[config.mk]
export PLATFORM = sky130hd
export DESIGN_NAME = instruction_subset_exec
export DESIGN_NICKNAME = d
export VERILOG_FILES = /design/src/rtl/exec_pkg.sv /design/src/rtl/instruction_subset_exec.sv /design/src/rtl/alu_core.sv /design/src/rtl/call_stack.sv
export VERILOG_INCLUDE_DIRS = /design/src /design/src/rtl
export SDC_FILE = /design/constraint.sdc
export NUM_CORES = 2
export LEC_CHECK = 0
export BUFFER_PORTS_ARGS = -buffer_cell sky130_fd_sc_hd__buf_2
export CORE_UTILIZATION = 50
export CTS_BUF_LIST = sky130_fd_sc_hd__clkbuf_4 sky130_fd_sc_hd__clkbuf_8
export CTS_CLUSTER_DIAMETER = 60
export CTS_CLUSTER_SIZE = 40
export DETAILED_ROUTE_END_ITERATION = 6
export PLACE_DENSITY = 0.68
export SYNTH_ARGS = -nofsm -noshare
export SYNTH_HDL_FRONTEND = slang
export SYNTH_SLANG_ARGS = --single-unit
[constraint.sdc]
create_clock -name core_clk_i -period 12.9 [get_ports core_clk_i]
set_input_delay 2.58 -clock core_clk_i [delete_from_list [all_inputs] [get_ports core_clk_i]]
set_output_delay 2.58 -clock core_clk_i [all_outputs]
set_load 0.01 [all_outputs]
[src/rtl/exec_defines.svh]
// Constants for the instruction subset execution block
`ifndef EXEC_DEFINES_SVH
`define EXEC_DEFINES_SVH

// ----------------------------------------------------------------------------
// Register map (byte addresses)
// ----------------------------------------------------------------------------
`define ADDR_CMD        8'h00
`define ADDR_OPERAND    8'h04
`define ADDR_ACC        8'h08
`define ADDR_STATUS     8'h0C
`define ADDR_PC         8'h10
`define ADDR_WDT        8'h14
`define ADDR_STACK_PUSH 8'h18
`define ADDR_FILE_BASE  8'h80
`define ADDR_FILE_SEL   7

// ----------------------------------------------------------------------------
// Field positions
// ----------------------------------------------------------------------------
`define CMD_OP_LSB      0
`define CMD_OP_MSB      3
`define CMD_DEST_BIT    4
`define OPND_LSB        0
`define OPND_MSB        7
`define OPND_FADDR_MSB  6
`define STAT_C          0
`define STAT_DC         1
`define STAT_Z          2
`define STAT_PD_N       3
`define STAT_TO_N       4
`define STAT_SLEEP      5
`define STAT_BUSY       6

// ----------------------------------------------------------------------------
// Reset values and constants
// ----------------------------------------------------------------------------
`define ACC_RESET       8'h00
`define STATUS_RESET    5'h18
`define WDT_CLEAR       8'h00
`define PSC_CLEAR       8'h00
`define BYTE_ZERO       8'h00
`define RESP_OKAY       2'h0
`define RESP_SLVERR     2'h2

`endif

[src/rtl/exec_pkg.sv]
// Types for the instruction subset execution block
package exec_pkg;

  typedef enum logic [3:0]
  {
    OP_NONE       = 4'h0,
    OP_SLEEP      = 4'h1,
    OP_RETURN     = 4'h2,
    OP_LIT_SUB    = 4'h3,
    OP_REG_SUB    = 4'h4,
    OP_ROT_RIGHT  = 4'h5,
    OP_NIB_SWAP   = 4'h6,
    OP_REG_XOR    = 4'h7,
    OP_LIT_XOR    = 4'h8
  } op_t;

  typedef enum logic [2:0]
  {
    ST_IDLE   = 3'b001,
    ST_RET2   = 3'b010,
    ST_SLEEP  = 3'b100
  } exec_state_t;

endpackage

[src/rtl/instruction_subset_exec.sv]
// Top of the instruction subset execution block with its AXI4-Lite register slave
//
// Our own choices: the register offsets and the AXI4-Lite register port.
`timescale 1ns/1ps
`include "exec_defines.svh"

// Overview of operation
// - Sleep clears power-down flag, sets expiry flag, other status untouched.
// - Sleep zeroes the watchdog counter and its prescaler.
// - Sleep enters low-power state with the oscillator stopped.
// - Subroutine exit pops the stack into the program counter, flags untouched.
// - Subroutine exit takes two instruction cycles.
// - Literal subtract: immediate minus accumulator into accumulator, C DC Z updated.
// - Register subtract: file minus accumulator to destination, C DC Z updated.
// - Rotate right through carry; only carry changes.
// - Nibble exchange swaps halves of the file register; no flags change.
// - Destination bit 0 writes accumulator, 1 writes the file register.
// - Register XOR to destination, only zero flag updated.
// - Literal XOR into accumulator, only zero flag updated.
// - File address is seven bits, locations 0 to 127.
module instruction_subset_exec
#(
  parameter int FILE_DEPTH  = 128,
  parameter int STACK_DEPTH = 8,
  parameter int PC_WIDTH    = 13
)
(
  input  wire logic                core_clk_i,
  input  wire logic                rst_n_i,
  input  wire logic [7:0]          s_axi_awaddr,
  input  wire logic                s_axi_awvalid,
  output logic                     s_axi_awready,
  input  wire logic [31:0]         s_axi_wdata,
  input  wire logic [3:0]          s_axi_wstrb,
  input  wire logic                s_axi_wvalid,
  output logic                     s_axi_wready,
  output logic [1:0]               s_axi_bresp,
  output logic                     s_axi_bvalid,
  input  wire logic                s_axi_bready,
  input  wire logic [7:0]          s_axi_araddr,
  input  wire logic                s_axi_arvalid,
  output logic                     s_axi_arready,
  output logic [31:0]              s_axi_rdata,
  output logic [1:0]               s_axi_rresp,
  output logic                     s_axi_rvalid,
  input  wire logic                s_axi_rready,
  input  wire logic                wake_i,
  output logic                     osc_stop_o,
  output logic                     wdt_clear_o,
  output logic [PC_WIDTH-1:0]      pc_o
);

  // --------------------------------------------------------------------------
  // State
  // --------------------------------------------------------------------------
  typedef struct packed
  {
    exec_pkg::exec_state_t state;
    logic [7:0]            acc;
    logic                  c;
    logic                  dc;
    logic                  z;
    logic                  pd_n;
    logic                  to_n;
    logic [7:0]            operand;
    logic [PC_WIDTH-1:0]   pc;
    logic [7:0]            wdt;
    logic [7:0]            psc;
    logic                  wdt_clr;
    logic                  aw_held;
    logic [7:0]            aw_addr;
    logic                  w_held;
    logic [31:0]           w_data;
    logic [3:0]            w_strb;
    logic                  bvalid;
    logic [1:0]            bresp;
    logic                  rvalid;
    logic [31:0]           rdata;
    logic [1:0]            rresp;
  } regs_t;

  regs_t      cur_reg;
  regs_t      cur_next;
  logic [7:0] file_mem [FILE_DEPTH];

  // --------------------------------------------------------------------------
  // Decode helpers
  // --------------------------------------------------------------------------
  function automatic logic is_file(input logic [7:0] a);
    is_file = a[`ADDR_FILE_SEL];
  endfunction

  function automatic logic [6:0] file_idx(input logic [7:0] a);
    file_idx = a[6:0];
  endfunction

  // --------------------------------------------------------------------------
  // Datapath
  // --------------------------------------------------------------------------
  exec_pkg::op_t       op;
  logic                dest_file;
  logic [6:0]          faddr;
  logic [7:0]          file_val;
  logic [7:0]          alu_opnd;
  logic [7:0]          alu_res;
  logic                alu_c;
  logic                alu_dc;
  logic                upd_c;
  logic                upd_dc;
  logic                upd_z;
  logic [PC_WIDTH-1:0] stack_top;
  logic                do_write;
  logic                cmd_go;
  logic                stack_push;
  logic                stack_pop;
  logic                file_we;
  logic [6:0]          file_wa;
  logic [7:0]          file_wd;

  assign do_write  = cur_reg.aw_held && cur_reg.w_held && !cur_reg.bvalid;
  assign cmd_go    = do_write && (cur_reg.aw_addr == `ADDR_CMD) && cur_reg.w_strb[0]
                     && (cur_reg.state == exec_pkg::ST_IDLE);
  assign op        = exec_pkg::op_t'(cur_reg.w_data[`CMD_OP_MSB:`CMD_OP_LSB]);
  assign dest_file = cur_reg.w_data[`CMD_DEST_BIT];
  assign faddr     = cur_reg.operand[`OPND_FADDR_MSB:`OPND_LSB];
  assign file_val  = file_mem[faddr];
  assign alu_opnd  = (op == exec_pkg::OP_LIT_SUB || op == exec_pkg::OP_LIT_XOR) ? cur_reg.operand : file_val;
  assign stack_push = do_write && (cur_reg.aw_addr == `ADDR_STACK_PUSH);
  assign stack_pop  = cmd_go && (op == exec_pkg::OP_RETURN);

  alu_core u_alu
  (
    .op_i         (cmd_go ? op : exec_pkg::OP_NONE),
    .acc_i        (cur_reg.acc),
    .opnd_i       (alu_opnd),
    .carry_i      (cur_reg.c),
    .result_o     (alu_res),
    .carry_o      (alu_c),
    .half_carry_o (alu_dc),
    .upd_c_o      (upd_c),
    .upd_dc_o     (upd_dc),
    .upd_z_o      (upd_z)
  );

  call_stack #(.DEPTH(STACK_DEPTH), .PC_WIDTH(PC_WIDTH)) u_stack
  (
    .core_clk_i  (core_clk_i),
    .rst_n_i     (rst_n_i),
    .push_i      (stack_push),
    .push_data_i (cur_reg.w_data[PC_WIDTH-1:0]),
    .pop_i       (stack_pop),
    .top_o       (stack_top)
  );

  // --------------------------------------------------------------------------
  // Next state
  // --------------------------------------------------------------------------
  always_comb
  begin
    cur_next         = cur_reg;
    cur_next.wdt_clr = 1'b0;
    file_we          = 1'b0;
    file_wa          = faddr;
    file_wd          = alu_res;
    // Watchdog counter advances only while awake; prescaler wraps into it
    if (cur_reg.state != exec_pkg::ST_SLEEP)
    begin
      cur_next.psc = cur_reg.psc + 8'h01;
      if (cur_reg.psc == 8'hFF)
        cur_next.wdt = cur_reg.wdt + 8'h01;
    end

    case (cur_reg.state)
      exec_pkg::ST_IDLE:
        if (cmd_go)
        begin
          case (op)
            exec_pkg::OP_SLEEP:
            begin
              cur_next.pd_n    = 1'b0;
              cur_next.to_n    = 1'b1;
              cur_next.wdt     = `WDT_CLEAR;
              cur_next.psc     = `PSC_CLEAR;
              cur_next.wdt_clr = 1'b1;
              cur_next.state   = exec_pkg::ST_SLEEP;
            end
            exec_pkg::OP_RETURN:
              cur_next.state = exec_pkg::ST_RET2;
            exec_pkg::OP_LIT_SUB, exec_pkg::OP_LIT_XOR:
              cur_next.acc = alu_res;
            exec_pkg::OP_REG_SUB, exec_pkg::OP_ROT_RIGHT, exec_pkg::OP_NIB_SWAP, exec_pkg::OP_REG_XOR:
              if (dest_file)
                file_we = 1'b1;
              else
                cur_next.acc = alu_res;
            default:
              cur_next.state = exec_pkg::ST_IDLE;
          endcase
          if (upd_c)
            cur_next.c = alu_c;
          if (upd_dc)
            cur_next.dc = alu_dc;
          if (upd_z)
            cur_next.z = (alu_res == `BYTE_ZERO);
        end
      exec_pkg::ST_RET2:
      begin
        // Pop and load were done on the first cycle; the stack top has moved on since
        cur_next.state = exec_pkg::ST_IDLE;
      end
      exec_pkg::ST_SLEEP:
        if (wake_i)
          cur_next.state = exec_pkg::ST_IDLE;
      default:
        cur_next.state = exec_pkg::ST_IDLE;
    endcase
    if (cmd_go && op == exec_pkg::OP_RETURN)
      cur_next.pc = stack_top;

    // ------------------------------------------------------------------------
    // AXI4-Lite write channel
    // ------------------------------------------------------------------------
    if (s_axi_awvalid && s_axi_awready)
    begin
      cur_next.aw_held = 1'b1;
      cur_next.aw_addr = s_axi_awaddr;
    end
    if (s_axi_wvalid && s_axi_wready)
    begin
      cur_next.w_held = 1'b1;
      cur_next.w_data = s_axi_wdata;
      cur_next.w_strb = s_axi_wstrb;
    end
    if (do_write)
    begin
      cur_next.aw_held = 1'b0;
      cur_next.w_held  = 1'b0;
      cur_next.bvalid  = 1'b1;
      cur_next.bresp   = `RESP_OKAY;
      case (cur_reg.aw_addr)
        `ADDR_CMD:
          if (cur_reg.state != exec_pkg::ST_IDLE)
            cur_next.bresp = `RESP_SLVERR;
        `ADDR_OPERAND:
          if (cur_reg.w_strb[0])
            cur_next.operand = cur_reg.w_data[`OPND_MSB:`OPND_LSB];
        `ADDR_ACC:
          if (cur_reg.w_strb[0])
            cur_next.acc = cur_reg.w_data[7:0];
        `ADDR_STATUS:
          if (cur_reg.w_strb[0])
          begin
            cur_next.c  = cur_reg.w_data[`STAT_C];
            cur_next.dc = cur_reg.w_data[`STAT_DC];
            cur_next.z  = cur_reg.w_data[`STAT_Z];
          end
        `ADDR_STACK_PUSH:
          cur_next.bresp = `RESP_OKAY;
        default:
          if (is_file(cur_reg.aw_addr))
          begin
            if (cur_reg.w_strb[0] && !cmd_go)
            begin
              file_we = 1'b1;
              file_wa = file_idx(cur_reg.aw_addr);
              file_wd = cur_reg.w_data[7:0];
            end
          end
          else
            cur_next.bresp = `RESP_SLVERR;
      endcase
    end
    if (cur_reg.bvalid && s_axi_bready)
      cur_next.bvalid = 1'b0;

    // ------------------------------------------------------------------------
    // AXI4-Lite read channel
    // ------------------------------------------------------------------------
    if (s_axi_arvalid && s_axi_arready)
    begin
      cur_next.rvalid = 1'b1;
      cur_next.rresp  = `RESP_OKAY;
      cur_next.rdata  = 32'h0000_0000;
      case (s_axi_araddr)
        `ADDR_CMD:     cur_next.rdata = {29'h0, cur_reg.state};
        `ADDR_OPERAND: cur_next.rdata = {24'h0, cur_reg.operand};
        `ADDR_ACC:     cur_next.rdata = {24'h0, cur_reg.acc};
        `ADDR_STATUS:  cur_next.rdata = {25'h0, cur_reg.state != exec_pkg::ST_IDLE,
                                         cur_reg.state == exec_pkg::ST_SLEEP, cur_reg.to_n,
                                         cur_reg.pd_n, cur_reg.z, cur_reg.dc, cur_reg.c};
        `ADDR_PC:      cur_next.rdata = {{(32-PC_WIDTH){1'b0}}, cur_reg.pc};
        `ADDR_WDT:     cur_next.rdata = {16'h0, cur_reg.psc, cur_reg.wdt};
        default:
          if (is_file(s_axi_araddr))
            cur_next.rdata = {24'h0, file_mem[file_idx(s_axi_araddr)]};
          else
            cur_next.rresp = `RESP_SLVERR;
      endcase
    end
    if (cur_reg.rvalid && s_axi_rready)
      cur_next.rvalid = 1'b0;
  end

  // --------------------------------------------------------------------------
  // Registers
  // --------------------------------------------------------------------------
  always_ff @(posedge core_clk_i)
  begin
    if (!rst_n_i)
    begin
      cur_reg       <= '0;
      cur_reg.state <= exec_pkg::ST_IDLE;
      cur_reg.acc   <= `ACC_RESET;
      cur_reg.pd_n  <= 1'b1;
      cur_reg.to_n  <= 1'b1;
    end
    else
      cur_reg <= cur_next;
  end

  // File memory has no reset; contents are undefined until written
  always_ff @(posedge core_clk_i)
  begin
    if (file_we)
      file_mem[file_wa] <= file_wd;
  end

  // --------------------------------------------------------------------------
  // Outputs
  // --------------------------------------------------------------------------
  assign s_axi_awready = !cur_reg.aw_held && !cur_reg.bvalid;
  assign s_axi_wready  = !cur_reg.w_held && !cur_reg.bvalid;
  assign s_axi_bvalid  = cur_reg.bvalid;
  assign s_axi_bresp   = cur_reg.bresp;
  assign s_axi_arready = !cur_reg.rvalid;
  assign s_axi_rvalid  = cur_reg.rvalid;
  assign s_axi_rdata   = cur_reg.rdata;
  assign s_axi_rresp   = cur_reg.rresp;
  assign osc_stop_o    = (cur_reg.state == exec_pkg::ST_SLEEP);
  assign wdt_clear_o   = cur_reg.wdt_clr;
  assign pc_o          = cur_reg.pc;

endmodule // instruction_subset_exec

[src/rtl/alu_core.sv]
// Combinational arithmetic unit for the instruction subset
`timescale 1ns/1ps
`include "exec_defines.svh"

module alu_core
(
  input  wire exec_pkg::op_t op_i,
  input  wire logic [7:0]    acc_i,
  input  wire logic [7:0]    opnd_i,
  input  wire logic          carry_i,
  output logic [7:0]         result_o,
  output logic               carry_o,
  output logic               half_carry_o,
  output logic               upd_c_o,
  output logic               upd_dc_o,
  output logic               upd_z_o
);

  logic [8:0] diff;
  logic [4:0] low_diff;

  // Borrow-inverted carries come free from a + ~b + 1
  assign diff     = {1'b0, opnd_i} + {1'b0, ~acc_i} + 9'h001;
  assign low_diff = {1'b0, opnd_i[3:0]} + {1'b0, ~acc_i[3:0]} + 5'h01;

  always_comb
  begin
    result_o     = acc_i;
    carry_o      = carry_i;
    half_carry_o = 1'b0;
    upd_c_o      = 1'b0;
    upd_dc_o     = 1'b0;
    upd_z_o      = 1'b0;
    case (op_i)
      exec_pkg::OP_LIT_SUB, exec_pkg::OP_REG_SUB:
      begin
        result_o     = diff[7:0];
        carry_o      = diff[8];
        half_carry_o = low_diff[4];
        upd_c_o      = 1'b1;
        upd_dc_o     = 1'b1;
        upd_z_o      = 1'b1;
      end
      exec_pkg::OP_ROT_RIGHT:
      begin
        result_o = {carry_i, opnd_i[7:1]};
        carry_o  = opnd_i[0];
        upd_c_o  = 1'b1;
      end
      exec_pkg::OP_NIB_SWAP:
        result_o = {opnd_i[3:0], opnd_i[7:4]};
      exec_pkg::OP_REG_XOR, exec_pkg::OP_LIT_XOR:
      begin
        result_o = acc_i ^ opnd_i;
        upd_z_o  = 1'b1;
      end
      default:
        result_o = acc_i;
    endcase
  end

endmodule // alu_core

[src/rtl/call_stack.sv]
// Hardware return-address stack, circular like the original core
`timescale 1ns/1ps

module call_stack
#(
  parameter int DEPTH    = 8,
  parameter int PC_WIDTH = 13
)
(
  input  wire logic                core_clk_i,
  input  wire logic                rst_n_i,
  input  wire logic                push_i,
  input  wire logic [PC_WIDTH-1:0] push_data_i,
  input  wire logic                pop_i,
  output logic [PC_WIDTH-1:0]      top_o
);

  localparam int PW = $clog2(DEPTH);

  logic [PC_WIDTH-1:0] mem_reg [DEPTH];
  logic [PW-1:0]       ptr_reg;
  logic [PW-1:0]       top_idx;

  // Overflow wraps and overwrites the oldest entry; no error is flagged
  assign top_idx = ptr_reg - PW'(1);
  assign top_o   = mem_reg[top_idx];

  always_ff @(posedge core_clk_i)
  begin
    if (!rst_n_i)
      ptr_reg <= '0;
    else if (push_i)
      ptr_reg <= ptr_reg + PW'(1);
    else if (pop_i)
      ptr_reg <= top_idx;
  end

  always_ff @(posedge core_clk_i)
  begin
    if (push_i)
      mem_reg[ptr_reg] <= push_data_i;
  end

endmodule // call_stack

---- Word-level counts from Yosys, hierarchy flattened ----
Memories as Yosys holds them, arrays and structs flattened. A register that Yosys moved wholly into a read port is not among the register bits.
Cells that the tools add are included.
storage, ports and cells
  register bits after elaboration ......... 105
  RAM bits ................................ 1128
  memories ................................ 2
memory list
  name             depth  width  rd ports  clocked after Yosys merged registers in  wr ports  RTL line                       RTL
  file_mem         128    8      2         1                                        1         instruction_subset_exec.sv:84  logic [7:0] file_mem [FILE_DEPTH];
  u_stack.mem_reg  8      13     1         1                                        1         call_stack.sv:20               logic [PC_WIDTH-1:0] mem_reg [DEPTH];
cells by class
  add/subtract/negate cells ............... 8
  eq/ne operators ......................... 31
  muxes and demuxes ....................... 60
  bitwise operators ....................... 4
  reductions and logical operators ........ 43
operators by type and width
  operator                                                               number
  32-bit case mux with 6 select lines                                    1
  8-bit 2-to-1 mux                                                       10
  17-bit 2-to-1 mux                                                      3
  7-bit 2-to-1 mux                                                       6
  4-bit by 3-bit equality test with 1-bit output, second input constant  8
  8-bit by 4-bit equality test with 1-bit output, second input constant  4
  16-bit 2-to-1 mux                                                      2
  8-bit case mux with 4 select lines                                     1
  8-bit by 5-bit equality test with 1-bit output, second input constant  3
  8-bit zero test                                                        3
  1-bit 2-to-1 mux                                                       19
  8-bit by 1-bit adder with 8-bit output, second input constant          2
  8-bit by 3-bit equality test with 1-bit output, second input constant  2
  8-bit case mux with 2 select lines                                     1
  1-bit logical AND                                                      15
  3-bit 2-to-1 mux                                                       5
  13-bit 2-to-1 mux                                                      1
  4-bit by 2-bit equality test with 1-bit output, second input constant  3
  3-bit AND reduction                                                    4
  2-bit OR reduction                                                     6
  4-bit OR reduction                                                     3
  6-bit OR reduction                                                     2
  11-bit 2-to-1 mux                                                      1
  2-bit 2-to-1 mux                                                       5
  other kinds (28)                                                       36

---- Longest topological paths before layout ----
  depth in word-level cells ............... 16
  gate-level depth with buffers ........... 25
  mapped depth without buffers ............ 19

---- Modules after synthesis ----
From an unflattened synthesis, not the netlist that was laid out.
second synthesis, totals
  cells, all modules ...................... 3370
  area total of the unflattened synthesis .. 58020.6 sq um
modules (own cells, without submodules)
  module                   times used  cells each  area each (sq um)  sequential area each (sq um)
  instruction_subset_exec  1           2973        52841.9            32831.5
  call_stack               1           272         4349.2             3183.1
  alu_core                 1           125         829.5              0.0

---- Least setup slack after synthesis ----
OpenSTA, ideal clock, no wires.
  kind .................................... reg-to-reg
  start ................................... register with a tool-made name
  end ..................................... memory file_mem[0][5], data pin
  arrival time ............................ 7.282 ns
  data required time ...................... 12.008 ns
  setup slack ............................. 4.726 ns
  stages on the path, launching flop included .. 22
  cell sequence ........................... dfxtp_1 buf_6 buf_4 buf_4 buf_2 buf_4 buf_2 nand2_1 o311ai_0 a211oi_1 a31oi_1 nand4_1 o21ai_0 ha_1 nor2b_1 o21ai_0 a21o_1 nand2_1 o21ai_0 a22oi_1 o211a_1 a21oi_1
RTL lines
  what              RTL line
  end: declaration  instruction_subset_exec.sv:84

==> results.md <==
- Status: finished, violations left
- Failing checks: DRC
- Largest net degree at the start of global routing: 121
- Remaining DRCs: 36
- Fin. Hold Viols: 0
- RSZ-0062 raised after global routing: false
- Synth unique cells: 81
- IO Count: 116
- CP dominant cell by count: o21ai_0
- Setup TNS: 0 ns
- Placed wire-length estimate: 110000 microns
- CTS tree: done
- Worst-path clk slew: 0.12 ns
- Simple-gate share of the synthesized area: 5.28%
- Top_reg_cell synth: edfxtp_1
- Total routed wirelength: 168000 microns
- Num CTS Buffers: 98
- RePlAce Congestion: 0.977
- Nets: 3435
- Vias in the first global route: 33500
- Critical Path RT: 13.35 ns
- Critical Path Sink Type: register
- Post-synthesis mux area share: 24.7%
- Hold buffers post-CTS: 0
- Setup bufs post-CTS: 0
- Mapped Area: 57900 sq um
- Final min period: 8.46 ns
- DR WL/cell: 33.9 microns
- Arrival time at the worst endpoint: 8.90 ns
- CP max stage cell: nor2_4
- Die area: 117000 sq um
- Initial Utilization: 50.6%
- Leakage: 0.0181 uW
- Post-CTS Resized: 0
- Hold Crit Class: register to register
- Syn avg cell area: 17.2 sq um
- Synth top area cells: edfxtp_1 (59%), mux4_2 (22%), dfxtp_1 (3.7%)
- Cells along the critical path: buf_4, nand2_1, o221ai_1, o22ai_1, o21ai_0, nand4_1, o21ai_0, ha_1, nor2b_1, o21ai_0, a21o_1, a21oi_1, o21ai_0, a31oi_1, o21ai_0, nor2_1, nor2_4, buf_4
- Ys Warns: 0
- Hold path startpoint: s_axi_rdata[15]
- Hold depth: 2
- Total track usage: 28.9%
- Dominant cell type by area after synthesis: edfxtp_1
- Hold worst-path end: s_axi_rdata[15]
- Area Overhead vs Synth: 7.31%
- Commonest cells after routing, fill and taps aside: edfxtp_1 (1128), mux4_2 (568), nor2_1 (255), nand2_1 (203), mux2i_1 (134)
- Number of flops mapped to enable cells by yosys: 1128
- Crit-path max FO: 76
- Via/cell ratio: 6.85
- Final worst path period share: 65.5%
- Slew margin rel.: 7.43%
- # Max-Cap Violations: 0
- Initial antenna violation count: 7
- CTS H-tree lvls: 3
- Pwr dens: 116 nW/um^2
- Layout cells sized above 1: 28.1%
- Cells after Synth: 3363
- Fill cells: 8901
- FF-to-FF setup slack: 4.44 ns
- Largest stage delay on the critical path: 0.93 ns
- Initial DRC Count: 4448
- Gr ovfl total: 0
- Post-synthesis sequential area ratio: 62.2%
- Combinational family with the most area after synthesis: multiplexers
- Number of core rows: 124
- Reg2reg end: file_mem[30][7]
- Critical path class: register to register
- Number of flip-flops under the largest register name: 1024
- Via Count: 33900
- Placeable Area: 115000 sq um
- Final setup violation count: 0
- Final Skew: 0.0812 ns
- CP startpoint kind: register
- FF-to-FF path depth: 18
- Slew @ Worst Pin: 1.38 ns
- Maximum clock insertion buffer count: 3
- Compound-cell area share of the yosys netlist: 4.57%
- Port-buffer cells: 75
- Root Buffer: clkbuf_8
- Die span in x: 342 microns
- Max VDD drop: 0.0000755 V
- Latest clock arrival within the worst-skew pair: 0.84 ns
- Die Y-Extent: 342 microns
- First-pass GRT wire length: 241000 microns
- Fraction of registers with async set/reset: 0%
- Post-synthesis xor/xnor area fraction: 0.257%
- Commonest non-fill, non-tap cell in the layout: edfxtp_1
- Adder-Cell Fraction of Synth Area: 0.316%
- Synth top area share: 58.5%
- #FFs+latches synth: 1235
- Sink Count: 1235
- Fin. max-slew vios: 0
- TritonRoute pass-1 iters: 7
- Fin Hold WS: 0.456 ns
- Routed Antenna Nets: 0
- Max Clk Rate: 118 MHz
[critical path, delay by kind of cell, from the launching register on]
kind                     cells  cell delay (ns)
AO/OA/AOI/OAI               10             3.12
AND/OR/NAND/NOR              5             2.44
buffers and inverters        2             1.48
flip-flops                   1             0.61
adder cells (fa/ha/maj)      1             0.32
[how the worst max path moves through the flow]
| stage | startpoint | endpoint | slack [ns] | cells past startpoint |
|---|---|---|---|---|
| finish | register | file_mem[30][7] | 4.44 | 18 |
| detailed placement | register | file_mem[42][7] | 4.63 | 18 |
| global route | register | file_mem[35][7] | 4.06 | 18 |
| CTS | register | file_mem[56][7] | 4.56 | 18 |
| floorplan | register | file_mem[0][5] | 4.73 | 21 |
| global placement | register | file_mem[40][7] | 4.68 | 18 |
[power breakdown]
| part | switching, uW | internal (uW) | leakage [uW] | total (uW) |
|---|---|---|---|---|
| logic | 189 | 126 | 0.00628 | 315 |
| clock network | 1530 | 1020 | 0.00121 | 2550 |
| registers | 15.7 | 4330 | 0.0106 | 4340 |
| total | 1740 | 5470 | 0.0181 | 7210 |
[area by class of cell]
cell class	count	area, sq um	area share [%]
Clock buffer	105	1420	2.29
Inverter	29	109	0.175
Tap cell	1512	1890	3.04
Antenna cell	3	7.51	0.0121
Timing Repair Buffer	162	1120	1.80
Sequential cell	1235	36000	58.0
Multi-Input combinational cell	1835	20500	33.1
Clock inverter	77	1010	1.62
[routing by layer]
metal  routed length (microns)  vias to the layer above  global-route usage, %
li1                          -                    13800                      -
met1                     62800                    17700                   39.4
met2                     77400                     2081                   43.9
met3                     20300                      379                   8.11
met4                      7400                        4                   11.9
met5                        27                        -                      0
[synthesized netlist by cell type (5+ instances only)]
library cell / n
a2111oi_0: 7
a211o_1: 6
a211oi_1: 31
a21o_1: 9
a21oi_1: 111
a221o_1: 5
a221oi_1: 6
a22o_1: 6
a22oi_1: 59
a2bb2oi_1: 5
a31oi_1: 10
and2_1: 12
and3_1: 14
buf_1: 47
buf_2: 31
buf_4: 69
buf_6: 6
clkbuf_1: 127
dfxtp_1: 107
edfxtp_1: 1128
ha_1: 13
inv_1: 25
mux2_2: 15
mux2i_1: 134
mux4_2: 568
nand2_1: 206
nand2b_1: 17
nand3_1: 51
nand3b_1: 12
nand4_1: 14
nor2_1: 259
nor2b_1: 23
nor3_1: 29
nor4_1: 16
o211ai_1: 8
o21ai_0: 40
o221ai_1: 17
o22ai_1: 22
xnor2_1: 6
xor2_1: 11
[logic make-up (layout without fill, tap and decap cells)]
| logic type | count (synthesis) | count (layout) |
|---|---|---|
| compound gates | 387 | 387 |
| xor+xnor | 17 | 17 |
| fa+ha+maj | 14 | 14 |
| buf+inv | 310 | 373 |
| flops | 1235 | 1235 |
| mux | 719 | 719 |
| other cells | 1 | 21 |
| simple gates | 680 | 680 |
[per-stage QoR]
stage | setup slack, ns | cell area (sq um) | power, uW | instances | util (%)
3_3_place_gp | 4.68 | 59700 | 4740 | 4772 | 52.1
3_5_place_dp | 4.63 | 59700 | 4740 | 4772 | 52.1
6_report | 4.44 | 62100 | 7210 | 4958 | 54.3
2_1_floorplan | 4.73 | 58000 | 4640 | 3380 | -
5_1_grt | 4.06 | 62100 | 7370 | 4956 | 54.3
4_1_cts | 4.56 | 62100 | 7230 | 4954 | 54.2
Note: power is estimated with default switching activity, not from simulation.
